[config.mk]
export PLATFORM = sky130hd
export DESIGN_NAME = alt_trigger
export DESIGN_NICKNAME = d
export VERILOG_FILES = /design/src/hw/alt_pkg.sv /design/src/hw/alt_sync.sv /design/src/hw/alt_compare.sv /design/src/hw/alt_trigger.sv
export VERILOG_INCLUDE_DIRS = /design/src /design/src/hw
export SDC_FILE = /design/constraint.sdc
export NUM_CORES = 1
export LEC_CHECK = 0
export ABC_AREA = 1
export BUFFER_PORTS_ARGS = -buffer_cell sky130_fd_sc_hd__buf_2
export CAP_MARGIN = 15
export CORE_MARGIN = 3
export CORE_UTILIZATION = 50
export CTS_CLUSTER_SIZE = 16
export DETAILED_ROUTE_END_ITERATION = 7
export PLACE_DENSITY_LB_ADDON = 0.12
export SLEW_MARGIN = 20
export SYNTH_ARGS = -nofsm -noshare
export SYNTH_HDL_FRONTEND = slang
export SYNTH_SLANG_ARGS = --single-unit
[constraint.sdc]
create_clock -name core_clk -period 3.93 [get_ports core_clk]
set_input_delay 0.393 -clock core_clk [delete_from_list [all_inputs] [get_ports core_clk]]
set_output_delay 0.393 -clock core_clk [all_outputs]
set_load 0.01 [all_outputs]
[src/hw/alt_consts.svh]
`ifndef ALT_CONSTS_SVH
`define ALT_CONSTS_SVH

// Register byte offsets
`define ALT_OFF_CTRL      8'h00
`define ALT_OFF_LOW       8'h04
`define ALT_OFF_HIGH      8'h08
`define ALT_OFF_GAIN      8'h0c
`define ALT_OFF_STATUS    8'h10
`define ALT_OFF_MASK      8'h14
`define ALT_OFF_CMD       8'h18
`define ALT_OFF_SAMPLE    8'h1c

// Control field positions
`define ALT_CTRL_EN       0
`define ALT_CTRL_MODE_LO  1
`define ALT_CTRL_MODE_HI  3
`define ALT_CTRL_SRC_LO   4
`define ALT_CTRL_SRC_HI   6
`define ALT_CTRL_START_LO 8
`define ALT_CTRL_START_HI 9

// Status bits
`define ALT_ST_RISE       0
`define ALT_ST_FALL       1
`define ALT_ST_START      2

// Reset values
`define ALT_CTRL_RST      32'h0000_0000
`define ALT_LOW_RST       8'h00
`define ALT_HIGH_RST      8'hff
`define ALT_GAIN_RST      12'h222
`define ALT_MASK_RST      3'h0
`define ALT_STATUS_RST    3'h0

// Sizes
`define ALT_NCH           4
`define ALT_NSRC          5
`define ALT_NGAIN         8
`define ALT_NSTEPS        256
`define ALT_PIN_STEP_MV   78

`endif

[src/hw/alt_pkg.sv]
package alt_pkg;
	typedef enum logic [2:0] {
		ALT_MODE_BELOW  = 3'h0,
		ALT_MODE_ABOVE  = 3'h1,
		ALT_MODE_INSIDE = 3'h2,
		ALT_MODE_HHYST  = 3'h3,
		ALT_MODE_LHYST  = 3'h4
	} alt_mode_t;

	typedef enum logic [2:0] {
		ALT_SRC_PIN = 3'h0,
		ALT_SRC_CH0 = 3'h1,
		ALT_SRC_CH1 = 3'h2,
		ALT_SRC_CH2 = 3'h3,
		ALT_SRC_CH3 = 3'h4
	} alt_src_t;

	typedef enum logic [1:0] {
		ALT_START_SW  = 2'h0,
		ALT_START_EXT = 2'h1,
		ALT_START_LVL = 2'h2
	} alt_start_t;

	typedef enum logic {
		ALT_ARMED = 1'b0,
		ALT_FIRED = 1'b1
	} alt_state_t;
endpackage : alt_pkg

[src/hw/alt_sync.sv]
`timescale 1ns/1ns
module alt_sync #(
	parameter int W = 1
) (
	input  wire logic         core_clk,
	input  wire logic         rst_n,
	input  wire logic [W-1:0] d,
	output logic      [W-1:0] q
);
	logic [W-1:0] meta_r;
	logic [W-1:0] q_r;

	always_ff @(posedge core_clk or negedge rst_n) begin
		if (!rst_n) begin
			meta_r <= '0;
			q_r    <= '0;
		end else begin
			meta_r <= d;
			q_r    <= meta_r;
		end
	end

	assign q = q_r;
endmodule : alt_sync

[src/hw/alt_compare.sv]
`timescale 1ns/1ns
`include "alt_consts.svh"
module alt_compare (
	input  wire logic               core_clk,
	input  wire logic               rst_n,
	input  wire logic               enable,
	input  wire alt_pkg::alt_mode_t mode,
	input  wire logic [7:0]         sample,
	input  wire logic [7:0]         low_threshold,
	input  wire logic [7:0]         high_threshold,
	output logic                    level
);
	import alt_pkg::*;

	alt_state_t state_r;
	alt_state_t state_nxt;
	logic       level_r;
	logic       level_nxt;
	logic       below_lo;
	logic       above_hi;

	// Samples are offset binary: 8'h80 is zero volts
	assign below_lo = sample < low_threshold;
	assign above_hi = sample > high_threshold;

	always_comb begin
		state_nxt = state_r;
		level_nxt = 1'b0;
		if (enable) begin
			unique case (mode)
				ALT_MODE_BELOW:  level_nxt = below_lo;
				ALT_MODE_ABOVE:  level_nxt = above_hi;
				ALT_MODE_INSIDE: level_nxt = !below_lo && !above_hi;
				ALT_MODE_HHYST: begin
					if (state_r == ALT_ARMED && above_hi)
						state_nxt = ALT_FIRED;
					else if (state_r == ALT_FIRED && below_lo)
						state_nxt = ALT_ARMED;
					level_nxt = (state_nxt == ALT_FIRED);
				end
				ALT_MODE_LHYST: begin
					if (state_r == ALT_ARMED && below_lo)
						state_nxt = ALT_FIRED;
					else if (state_r == ALT_FIRED && above_hi)
						state_nxt = ALT_ARMED;
					level_nxt = (state_nxt == ALT_FIRED);
				end
				default: level_nxt = 1'b0;
			endcase
		end else begin
			state_nxt = ALT_ARMED;
		end
	end

	always_ff @(posedge core_clk or negedge rst_n) begin
		if (!rst_n) begin
			state_r <= ALT_ARMED;
			level_r <= 1'b0;
		end else begin
			state_r <= state_nxt;
			level_r <= level_nxt;
		end
	end

	assign level = level_r;

	property p_below;
		@(posedge core_clk) disable iff (!rst_n)
		(enable && mode == ALT_MODE_BELOW) |=> (level == $past(below_lo));
	endproperty
	a_below: assert property (p_below) else $error("below mode mismatch");

	property p_above;
		@(posedge core_clk) disable iff (!rst_n)
		(enable && mode == ALT_MODE_ABOVE) |=> (level == $past(above_hi));
	endproperty
	a_above: assert property (p_above) else $error("above mode mismatch");

	property p_inside;
		@(posedge core_clk) disable iff (!rst_n)
		(enable && mode == ALT_MODE_INSIDE && !below_lo && !above_hi) |=> level;
	endproperty
	a_inside: assert property (p_inside) else $error("inside mode missed");

	property p_hhyst;
		@(posedge core_clk) disable iff (!rst_n)
		(enable && mode == ALT_MODE_HHYST && above_hi) |=> level;
	endproperty
	a_hhyst: assert property (p_hhyst) else $error("high hysteresis missed");

	property p_lhyst;
		@(posedge core_clk) disable iff (!rst_n)
		(enable && mode == ALT_MODE_LHYST && below_lo) |=> level;
	endproperty
	a_lhyst: assert property (p_lhyst) else $error("low hysteresis missed");

	// Level only mirrors the hysteresis state after a full cycle in that mode
	property p_rearm;
		@(posedge core_clk) disable iff (!rst_n)
		(enable && mode == ALT_MODE_HHYST)
			##1 (enable && mode == ALT_MODE_HHYST && level && !below_lo)
			##1 (enable && mode == ALT_MODE_HHYST) |-> level;
	endproperty
	a_rearm: assert property (p_rearm) else $error("rearmed early");

	property p_rearm_low;
		@(posedge core_clk) disable iff (!rst_n)
		(enable && mode == ALT_MODE_LHYST)
			##1 (enable && mode == ALT_MODE_LHYST && level && !above_hi)
			##1 (enable && mode == ALT_MODE_LHYST) |-> level;
	endproperty
	a_rearm_low: assert property (p_rearm_low) else $error("low side rearmed early");
endmodule : alt_compare

[src/hw/alt_trigger.sv]
`timescale 1ns/1ns
`include "alt_consts.svh"
module alt_trigger (
	input  wire logic        core_clk,
	input  wire logic        rst_n,
	input  wire logic [7:0]  addr,
	input  wire logic [31:0] wdata,
	input  wire logic        wr,
	input  wire logic        rd,
	output logic [31:0]      rdata,
	input  wire logic [7:0]  pin_sample,
	input  wire logic [31:0] ch_sample,
	input  wire logic        ext_trig,
	output logic             trig_ai,
	output logic             trig_ao,
	output logic             trig_ctr,
	output logic             acq_start,
	output logic             pin_analog_en,
	output logic [11:0]      ch_gain,
	output logic             irq
);
	import alt_pkg::*;

	logic [31:0] ctrl_r;
	logic [31:0] ctrl_nxt;
	logic [7:0]  low_r;
	logic [7:0]  low_nxt;
	logic [7:0]  high_r;
	logic [7:0]  high_nxt;
	logic [11:0] gain_r;
	logic [11:0] gain_nxt;
	logic [2:0]  status_r;
	logic [2:0]  status_nxt;
	logic [2:0]  mask_r;
	logic [2:0]  mask_nxt;
	logic [31:0] rdata_r;
	logic [31:0] rdata_nxt;
	logic        irq_r;
	logic        irq_nxt;
	logic        start_r;
	logic        start_nxt;
	logic        lvl_q_r;
	logic        pin_en_r;
	logic        pin_en_nxt;
	logic [7:0]  sample_sel;
	logic [7:0]  src_s [`ALT_NSRC];
	logic [7:0]  pin_s;
	logic [31:0] ch_s;
	logic        ext_s;
	logic        ext_q_r;
	logic        level;
	logic        sw_start;
	logic        enable;
	alt_mode_t   mode;
	alt_src_t    src;
	alt_start_t  start_sel;

	function automatic logic hit(input logic [7:0] a, input logic [7:0] off);
		hit = (a == off);
	endfunction : hit

	alt_sync #(.W(8)) u_pin_sync (
		.core_clk (core_clk),
		.rst_n    (rst_n),
		.d        (pin_sample),
		.q        (pin_s)
	);

	alt_sync #(.W(33)) u_ch_sync (
		.core_clk (core_clk),
		.rst_n    (rst_n),
		.d        ({ext_trig, ch_sample}),
		.q        ({ext_s, ch_s})
	);

	assign enable    = ctrl_r[`ALT_CTRL_EN];
	assign mode      = alt_mode_t'(ctrl_r[`ALT_CTRL_MODE_HI:`ALT_CTRL_MODE_LO]);
	assign src       = alt_src_t'(ctrl_r[`ALT_CTRL_SRC_HI:`ALT_CTRL_SRC_LO]);
	assign start_sel = alt_start_t'(ctrl_r[`ALT_CTRL_START_HI:`ALT_CTRL_START_LO]);

	// Pin codes are 78 mV steps across +-10 V; channel codes are full scale / 256
	assign src_s[0] = pin_s;
	genvar g;
	generate
		for (g = 0; g < `ALT_NCH; g++) begin : g_src
			assign src_s[g+1] = ch_s[8*g +: 8];
		end
	endgenerate

	always_comb begin
		sample_sel = src_s[0];
		for (int i = 1; i < `ALT_NSRC; i++) begin
			if (int'(src) == i)
				sample_sel = src_s[i];
		end
	end

	alt_compare u_cmp (
		.core_clk       (core_clk),
		.rst_n          (rst_n),
		.enable         (enable),
		.mode           (mode),
		.sample         (sample_sel),
		.low_threshold  (low_r),
		.high_threshold (high_r),
		.level          (level)
	);

	assign sw_start = wr && hit(addr, `ALT_OFF_CMD) && wdata[0];

	always_comb begin
		ctrl_nxt   = ctrl_r;
		low_nxt    = low_r;
		high_nxt   = high_r;
		gain_nxt   = gain_r;
		mask_nxt   = mask_r;
		status_nxt = status_r;
		rdata_nxt  = 32'h0000_0000;
		if (wr) begin
			if (hit(addr, `ALT_OFF_CTRL))
				ctrl_nxt = {22'h0, wdata[9:8], 1'b0, wdata[6:0]};
			if (hit(addr, `ALT_OFF_LOW))
				low_nxt = wdata[7:0];
			if (hit(addr, `ALT_OFF_HIGH))
				high_nxt = wdata[7:0];
			if (hit(addr, `ALT_OFF_GAIN))
				gain_nxt = wdata[11:0];
			if (hit(addr, `ALT_OFF_MASK))
				mask_nxt = wdata[2:0];
			if (hit(addr, `ALT_OFF_STATUS))
				status_nxt = status_r & ~wdata[2:0];
		end
		// Events set after the clear so a same-cycle event wins
		if (level && !lvl_q_r)
			status_nxt[`ALT_ST_RISE] = 1'b1;
		if (!level && lvl_q_r)
			status_nxt[`ALT_ST_FALL] = 1'b1;
		if (start_nxt)
			status_nxt[`ALT_ST_START] = 1'b1;
		if (rd) begin
			unique case (addr)
				`ALT_OFF_CTRL:   rdata_nxt = ctrl_r;
				`ALT_OFF_LOW:    rdata_nxt = {24'h0, low_r};
				`ALT_OFF_HIGH:   rdata_nxt = {24'h0, high_r};
				`ALT_OFF_GAIN:   rdata_nxt = {20'h0, gain_r};
				`ALT_OFF_STATUS: rdata_nxt = {29'h0, status_r};
				`ALT_OFF_MASK:   rdata_nxt = {29'h0, mask_r};
				`ALT_OFF_SAMPLE: rdata_nxt = {23'h0, level, sample_sel};
				default:         rdata_nxt = 32'h0000_0000;
			endcase
		end
	end

	always_comb begin
		unique case (start_sel)
			ALT_START_SW:  start_nxt = sw_start;
			ALT_START_EXT: start_nxt = ext_s && !ext_q_r;
			ALT_START_LVL: start_nxt = level && !lvl_q_r;
			default:       start_nxt = 1'b0;
		endcase
		pin_en_nxt = enable && (src == ALT_SRC_PIN);
		irq_nxt    = |(status_nxt & mask_nxt);
	end

	always_ff @(posedge core_clk or negedge rst_n) begin
		if (!rst_n) begin
			ctrl_r   <= `ALT_CTRL_RST;
			low_r    <= `ALT_LOW_RST;
			high_r   <= `ALT_HIGH_RST;
			gain_r   <= `ALT_GAIN_RST;
			mask_r   <= `ALT_MASK_RST;
			status_r <= `ALT_STATUS_RST;
			rdata_r  <= 32'h0000_0000;
			irq_r    <= 1'b0;
			start_r  <= 1'b0;
			lvl_q_r  <= 1'b0;
			ext_q_r  <= 1'b0;
			pin_en_r <= 1'b0;
		end else begin
			ctrl_r   <= ctrl_nxt;
			low_r    <= low_nxt;
			high_r   <= high_nxt;
			gain_r   <= gain_nxt;
			mask_r   <= mask_nxt;
			status_r <= status_nxt;
			rdata_r  <= rdata_nxt;
			irq_r    <= irq_nxt;
			start_r  <= start_nxt;
			lvl_q_r  <= level;
			ext_q_r  <= ext_s;
			pin_en_r <= pin_en_nxt;
		end
	end

	// Same registered level to every timing section
	assign trig_ai       = lvl_q_r;
	assign trig_ao       = lvl_q_r;
	assign trig_ctr      = lvl_q_r;
	assign acq_start     = start_r;
	assign pin_analog_en = pin_en_r;
	assign ch_gain       = gain_r;
	assign rdata         = rdata_r;
	assign irq           = irq_r;

	property p_trig_follow;
		@(posedge core_clk) disable iff (!rst_n)
		level |=> (trig_ai && trig_ao && trig_ctr);
	endproperty
	a_trig_follow: assert property (p_trig_follow) else $error("trigger not forwarded");

	// Back-to-back commands legally stretch the pulse, so only a lone one is checked
	property p_sw_start;
		@(posedge core_clk) disable iff (!rst_n)
		(sw_start && start_sel == ALT_START_SW)
			##1 (!sw_start && start_sel == ALT_START_SW)
			|-> acq_start ##1 !acq_start;
	endproperty
	a_sw_start: assert property (p_sw_start) else $error("software start lost");

	property p_pin_analog;
		@(posedge core_clk) disable iff (!rst_n)
		(enable && src == ALT_SRC_PIN) |=> pin_analog_en;
	endproperty
	a_pin_analog: assert property (p_pin_analog) else $error("pin not analog");

	property p_gain;
		@(posedge core_clk) disable iff (!rst_n)
		(wr && addr == `ALT_OFF_GAIN) |=> (ch_gain == $past(wdata[11:0]));
	endproperty
	a_gain: assert property (p_gain) else $error("gain not stored");

	property p_src;
		@(posedge core_clk) disable iff (!rst_n)
		(src == ALT_SRC_CH1) |-> (sample_sel == ch_s[15:8]);
	endproperty
	a_src: assert property (p_src) else $error("source select wrong");

	property p_src_pin;
		@(posedge core_clk) disable iff (!rst_n)
		(src == ALT_SRC_PIN) |-> (sample_sel == pin_s);
	endproperty
	a_src_pin: assert property (p_src_pin) else $error("pin source not selected");

	property p_low_store;
		@(posedge core_clk) disable iff (!rst_n)
		(wr && addr == `ALT_OFF_LOW) |=> (low_r == $past(wdata[7:0]));
	endproperty
	a_low_store: assert property (p_low_store) else $error("low threshold not stored");

	property p_high_store;
		@(posedge core_clk) disable iff (!rst_n)
		(wr && addr == `ALT_OFF_HIGH) |=> (high_r == $past(wdata[7:0]));
	endproperty
	a_high_store: assert property (p_high_store) else $error("high threshold not stored");

	property p_rdata_idle;
		@(posedge core_clk) disable iff (!rst_n)
		!rd |=> (rdata == 32'h0000_0000);
	endproperty
	a_rdata_idle: assert property (p_rdata_idle) else $error("read data not idle");

	property p_mode_illegal;
		@(posedge core_clk) disable iff (!rst_n)
		(ctrl_r[`ALT_CTRL_MODE_HI:`ALT_CTRL_MODE_LO] > 3'h4) |=> !level;
	endproperty
	a_mode_illegal: assert property (p_mode_illegal) else $error("illegal mode fired");

	property p_disable;
		@(posedge core_clk) disable iff (!rst_n)
		!enable |=> !level;
	endproperty
	a_disable: assert property (p_disable) else $error("disabled unit fired");

	property p_pin_off;
		@(posedge core_clk) disable iff (!rst_n)
		!(enable && src == ALT_SRC_PIN) |=> !pin_analog_en;
	endproperty
	a_pin_off: assert property (p_pin_off) else $error("pin analog while unused");

	property p_ext_start;
		@(posedge core_clk) disable iff (!rst_n)
		(start_sel == ALT_START_EXT && ext_s && !ext_q_r) |=> acq_start;
	endproperty
	a_ext_start: assert property (p_ext_start) else $error("external start lost");

	property p_start_once;
		@(posedge core_clk) disable iff (!rst_n)
		(acq_start && start_sel == ALT_START_EXT) |=> !acq_start;
	endproperty
	a_start_once: assert property (p_start_once) else $error("external start too long");

	property p_rise_flag;
		@(posedge core_clk) disable iff (!rst_n)
		(level && !lvl_q_r) |=> status_r[`ALT_ST_RISE];
	endproperty
	a_rise_flag: assert property (p_rise_flag) else $error("rise flag lost");

	property p_fall_flag;
		@(posedge core_clk) disable iff (!rst_n)
		(!level && lvl_q_r) |=> status_r[`ALT_ST_FALL];
	endproperty
	a_fall_flag: assert property (p_fall_flag) else $error("fall flag lost");

	property p_irq;
		@(posedge core_clk) disable iff (!rst_n)
		irq == |(status_r & mask_r);
	endproperty
	a_irq: assert property (p_irq) else $error("interrupt level wrong");

	property p_trig_low;
		@(posedge core_clk) disable iff (!rst_n)
		!level |=> (!trig_ai && !trig_ao && !trig_ctr);
	endproperty
	a_trig_low: assert property (p_trig_low) else $error("trigger stuck high");
endmodule : alt_trigger

==> out/results.tsv <==
metric	value	unit
synth_cell_types	33	
synth_area_leader_cell	dfrtp_1	
drtIter0Drc	209	
finalSetupViolations	0	
async_reset_ff_share	100	%
ys.warnings.count	0	
outcome	finished, final reports clean	
finalCriticalPeriod	3.34	ns
synthFlopType	dfrtp_1	
grt_pass1_vias	4190	
max_freq	0.300	GHz
hold_viol_final	0	
firstDrtPassIters	5	
multiInputGateArea	0.00165	mm2
port_buffers	94	
worst_pin_slew	0.741	ns
clkSlewWorstSetupHoldPaths	0.07	ns
die_h	112	um
nets	753	
cts_buffer_depth	2	
rows	38	
clock_latency	0.43	ns
holdBufCountCts	1	
crit_path_max_incr_delay	0.45	ns
drv_slew	0	
tritoncts	built	
yosys-top-cells-area	dfrtp_1, nand2_1, o21ai_0	
rsz0062_at_grt	no	
synthCells	548	
cts-root-buf	clkbuf_16	
avgRoutedWirePerCell	15.0	um
leakagePower	3.30	nW
crit_chain	inv_2 -> nand3_4 -> inv_1 -> nand2_1 -> nand3_1 -> o21ai_0 -> nand2_1 -> o21ai_0 -> a21oi_1 -> ha_1 -> a21oi_1 -> o21ai_0 -> nand2_1 -> o211ai_1 -> nand2_1 -> inv_1 -> nor4_1 -> nand2_1 -> nand3_1 -> nor2_1 -> a21oi_1	
syn_to_final_growth	20.9	%
period_share	84.9	%
synth_top_area_share	58.9	%
hold_class	in2reg	
startpoint_type	flop	
avgSynthCellArea	10.3	um2
place_hpwl	8590	um
power_density	515	mW/mm2
slew_headroom	50.4	%
htreeDepth	4	
synth_edf_count	0	
vias_per_cell	5.09	
postCtsSetupBuffers	0	
maxCapViolCount	0	
cpMaxStageDelayCell	dfrtp_1	
grt_pass1_wl	19900	um
syn_area	0.00565	mm2
path_delay_family	compound AO/OA/AOI/OAI gates	
crit_fanout	9	
cts_resized	0	
die_area	0.0126	mm2
routabilityCongestion	0.878	
cts_made_buffers	17	
ant_nets	0	
crit_required	4.29	ns
setup_tns	0	ns
ys_ff_latch	144	
cp.arrival	3.69	ns
synth_seq_area_share	64.0	%
drc_errors	0	
totalWireLength	12100	um
fp.dieW	112	um
antenna_found_initial	0	
io_pins	135	
seq_area	0.00362	mm2
n_fill_cell	898	
clock_skew	0.0145	ns
post_route_cells_drive_above_1_share	23.2	%
overflow	0	
grt_max_degree	74	
total_power	0.00352	W
clkSinkCount	144	
ir_drop	0.411	mV
crit_path_end_kind	flop	
crit_top_cell	nand2_1	
start_util	51.7	%
diodes	0	
cp.buffers_inverters	3	
dr_total_vias	4100	
track_usage	20.4	%
critical_path_class	reg2reg	
core-area	0.0109	mm2
-- power by group --
part | internal [W] | switching [W] | total, W
sequential | 0.00155 | 0.0000299 | 0.00158
clock | 0.00107 | 0.000637 | 0.00171
combinational | 0.0000806 | 0.000150 | 0.000230
-- per-stage QoR --
step / hold slack, ns / std cells / area, um2 / utilization, % / setup WS (ns)
after floorplan: 0.0974 / 567 / 5720 / - / 1.43
after CTS: 0.0582 / 805 / 6830 / 62.5 / 0.630
after global placement: 0.333 / 773 / 6200 / 56.7 / 0.759
after global routing: 0.0517 / 805 / 6830 / 62.5 / 0.196
final: 0.0681 / 805 / 6830 / 62.5 / 0.592
after detailed placement: 0.335 / 773 / 6200 / 56.7 / 0.633
-- placed cells by master (no fill, tap or decap), types with 7 or more instances in the layout --
master | Yosys | routed
nor3_1 | 7 | 7
nand2_1 | 112 | 112
buf_2 | 3 | 93
dfrtp_1 | 133 | 133
nand3_1 | 16 | 16
a21oi_1 | 24 | 24
clkbuf_16 | 0 | 17
nor2_1 | 31 | 31
inv_1 | 63 | 63
conb_1 | 1 | 20
ha_1 | 15 | 15
o21ai_0 | 58 | 58
dfstp_2 | 11 | 11
-- path summary, 6_finish.rpt --
check | startpoint | to | slack (ns) | cells after the start
min in group asynchronous | rst_n | u_ch_sync.q[26] | 0.54 | 2
max reg2reg | ctrl_r[6] | u_cmp.level | 0.59 | 21
max | ctrl_r[6] | u_cmp.level | 0.59 | 21
max in group asynchronous | rst_n | u_pin_sync.meta_r[7] | 2.45 | 3
min reg2reg | u_ch_sync.meta_r[7] | u_ch_sync.q[7] | 0.34 | 0
min | pin_sample[5] | u_pin_sync.meta_r[5] | 0.07 | 1
-- worst register-to-register path, delay by kind of cell (launching register included) --
family,cells,cell delay [ns]
compound gates,7,1.04
simple gates,10,0.97
buf+inv,3,0.47
flops,1,0.45
fa+ha+maj,1,0.34
-- synthesized netlist by cell type (all sizes together) (3+ instances only) --
cell type,count
a21oi,26
clkbuf,7
dfstp,11
inv,66
dfrtp,133
a41oi,3
o21ai,58
nand4,5
nand3,17
a221oi,4
nand2,117
ha,15
nor2,31
o22ai,6
buf,25
nor3,8
-- cell families (layout without fill, tap and decap cells) --
| family | after synthesis | count (layout) | synth area share (%) |
|---|---|---|---|
| adder cells (fa/ha/maj) | 15 | 15 | 3.32 |
| multiplexers | 2 | 2 | 0.399 |
| buffers and inverters | 98 | 196 | 8.04 |
| AND/OR/NAND/NOR | 181 | 181 | 13.5 |
| flip-flops | 144 | 144 | 64.0 |
| AO/OA/AOI/OAI | 107 | 107 | 10.7 |
| other | 1 | 20 | 0.0664 |
-- registers in the layout, indices dropped and copies added (netlist names), 3 cells and up --
name / count
status_r: 3
u_pin_sync.q: 8
u_ch_sync.q: 33
ch_gain: 12
low_r: 8
ctrl_r: 9
u_ch_sync.meta_r: 33
high_r: 8
mask_r: 3
u_pin_sync.meta_r: 8
rdata: 12
-- per-layer routing --
layer	up-vias	part of all wire, %	global-route usage (%)	wire length, um
met1	1986	41	24.7	5000
met4	0	2.7	10.8	323
met5	-	0	0	0
met3	29	5.7	6.58	686
met2	130	50	32.5	6100
li1	1955	-	-	-
-- final cells by class --
type	instances	share of cell area (%)
inverters	66	3.63
well taps	140	2.56
repair buffers	99	7.56
multi-input cells	325	24.2
flip-flops and latches	144	52.9
clock inverters	14	2.93
clock buffers	17	6.23
No activity file was read; power rests on OpenSTA's default activity.
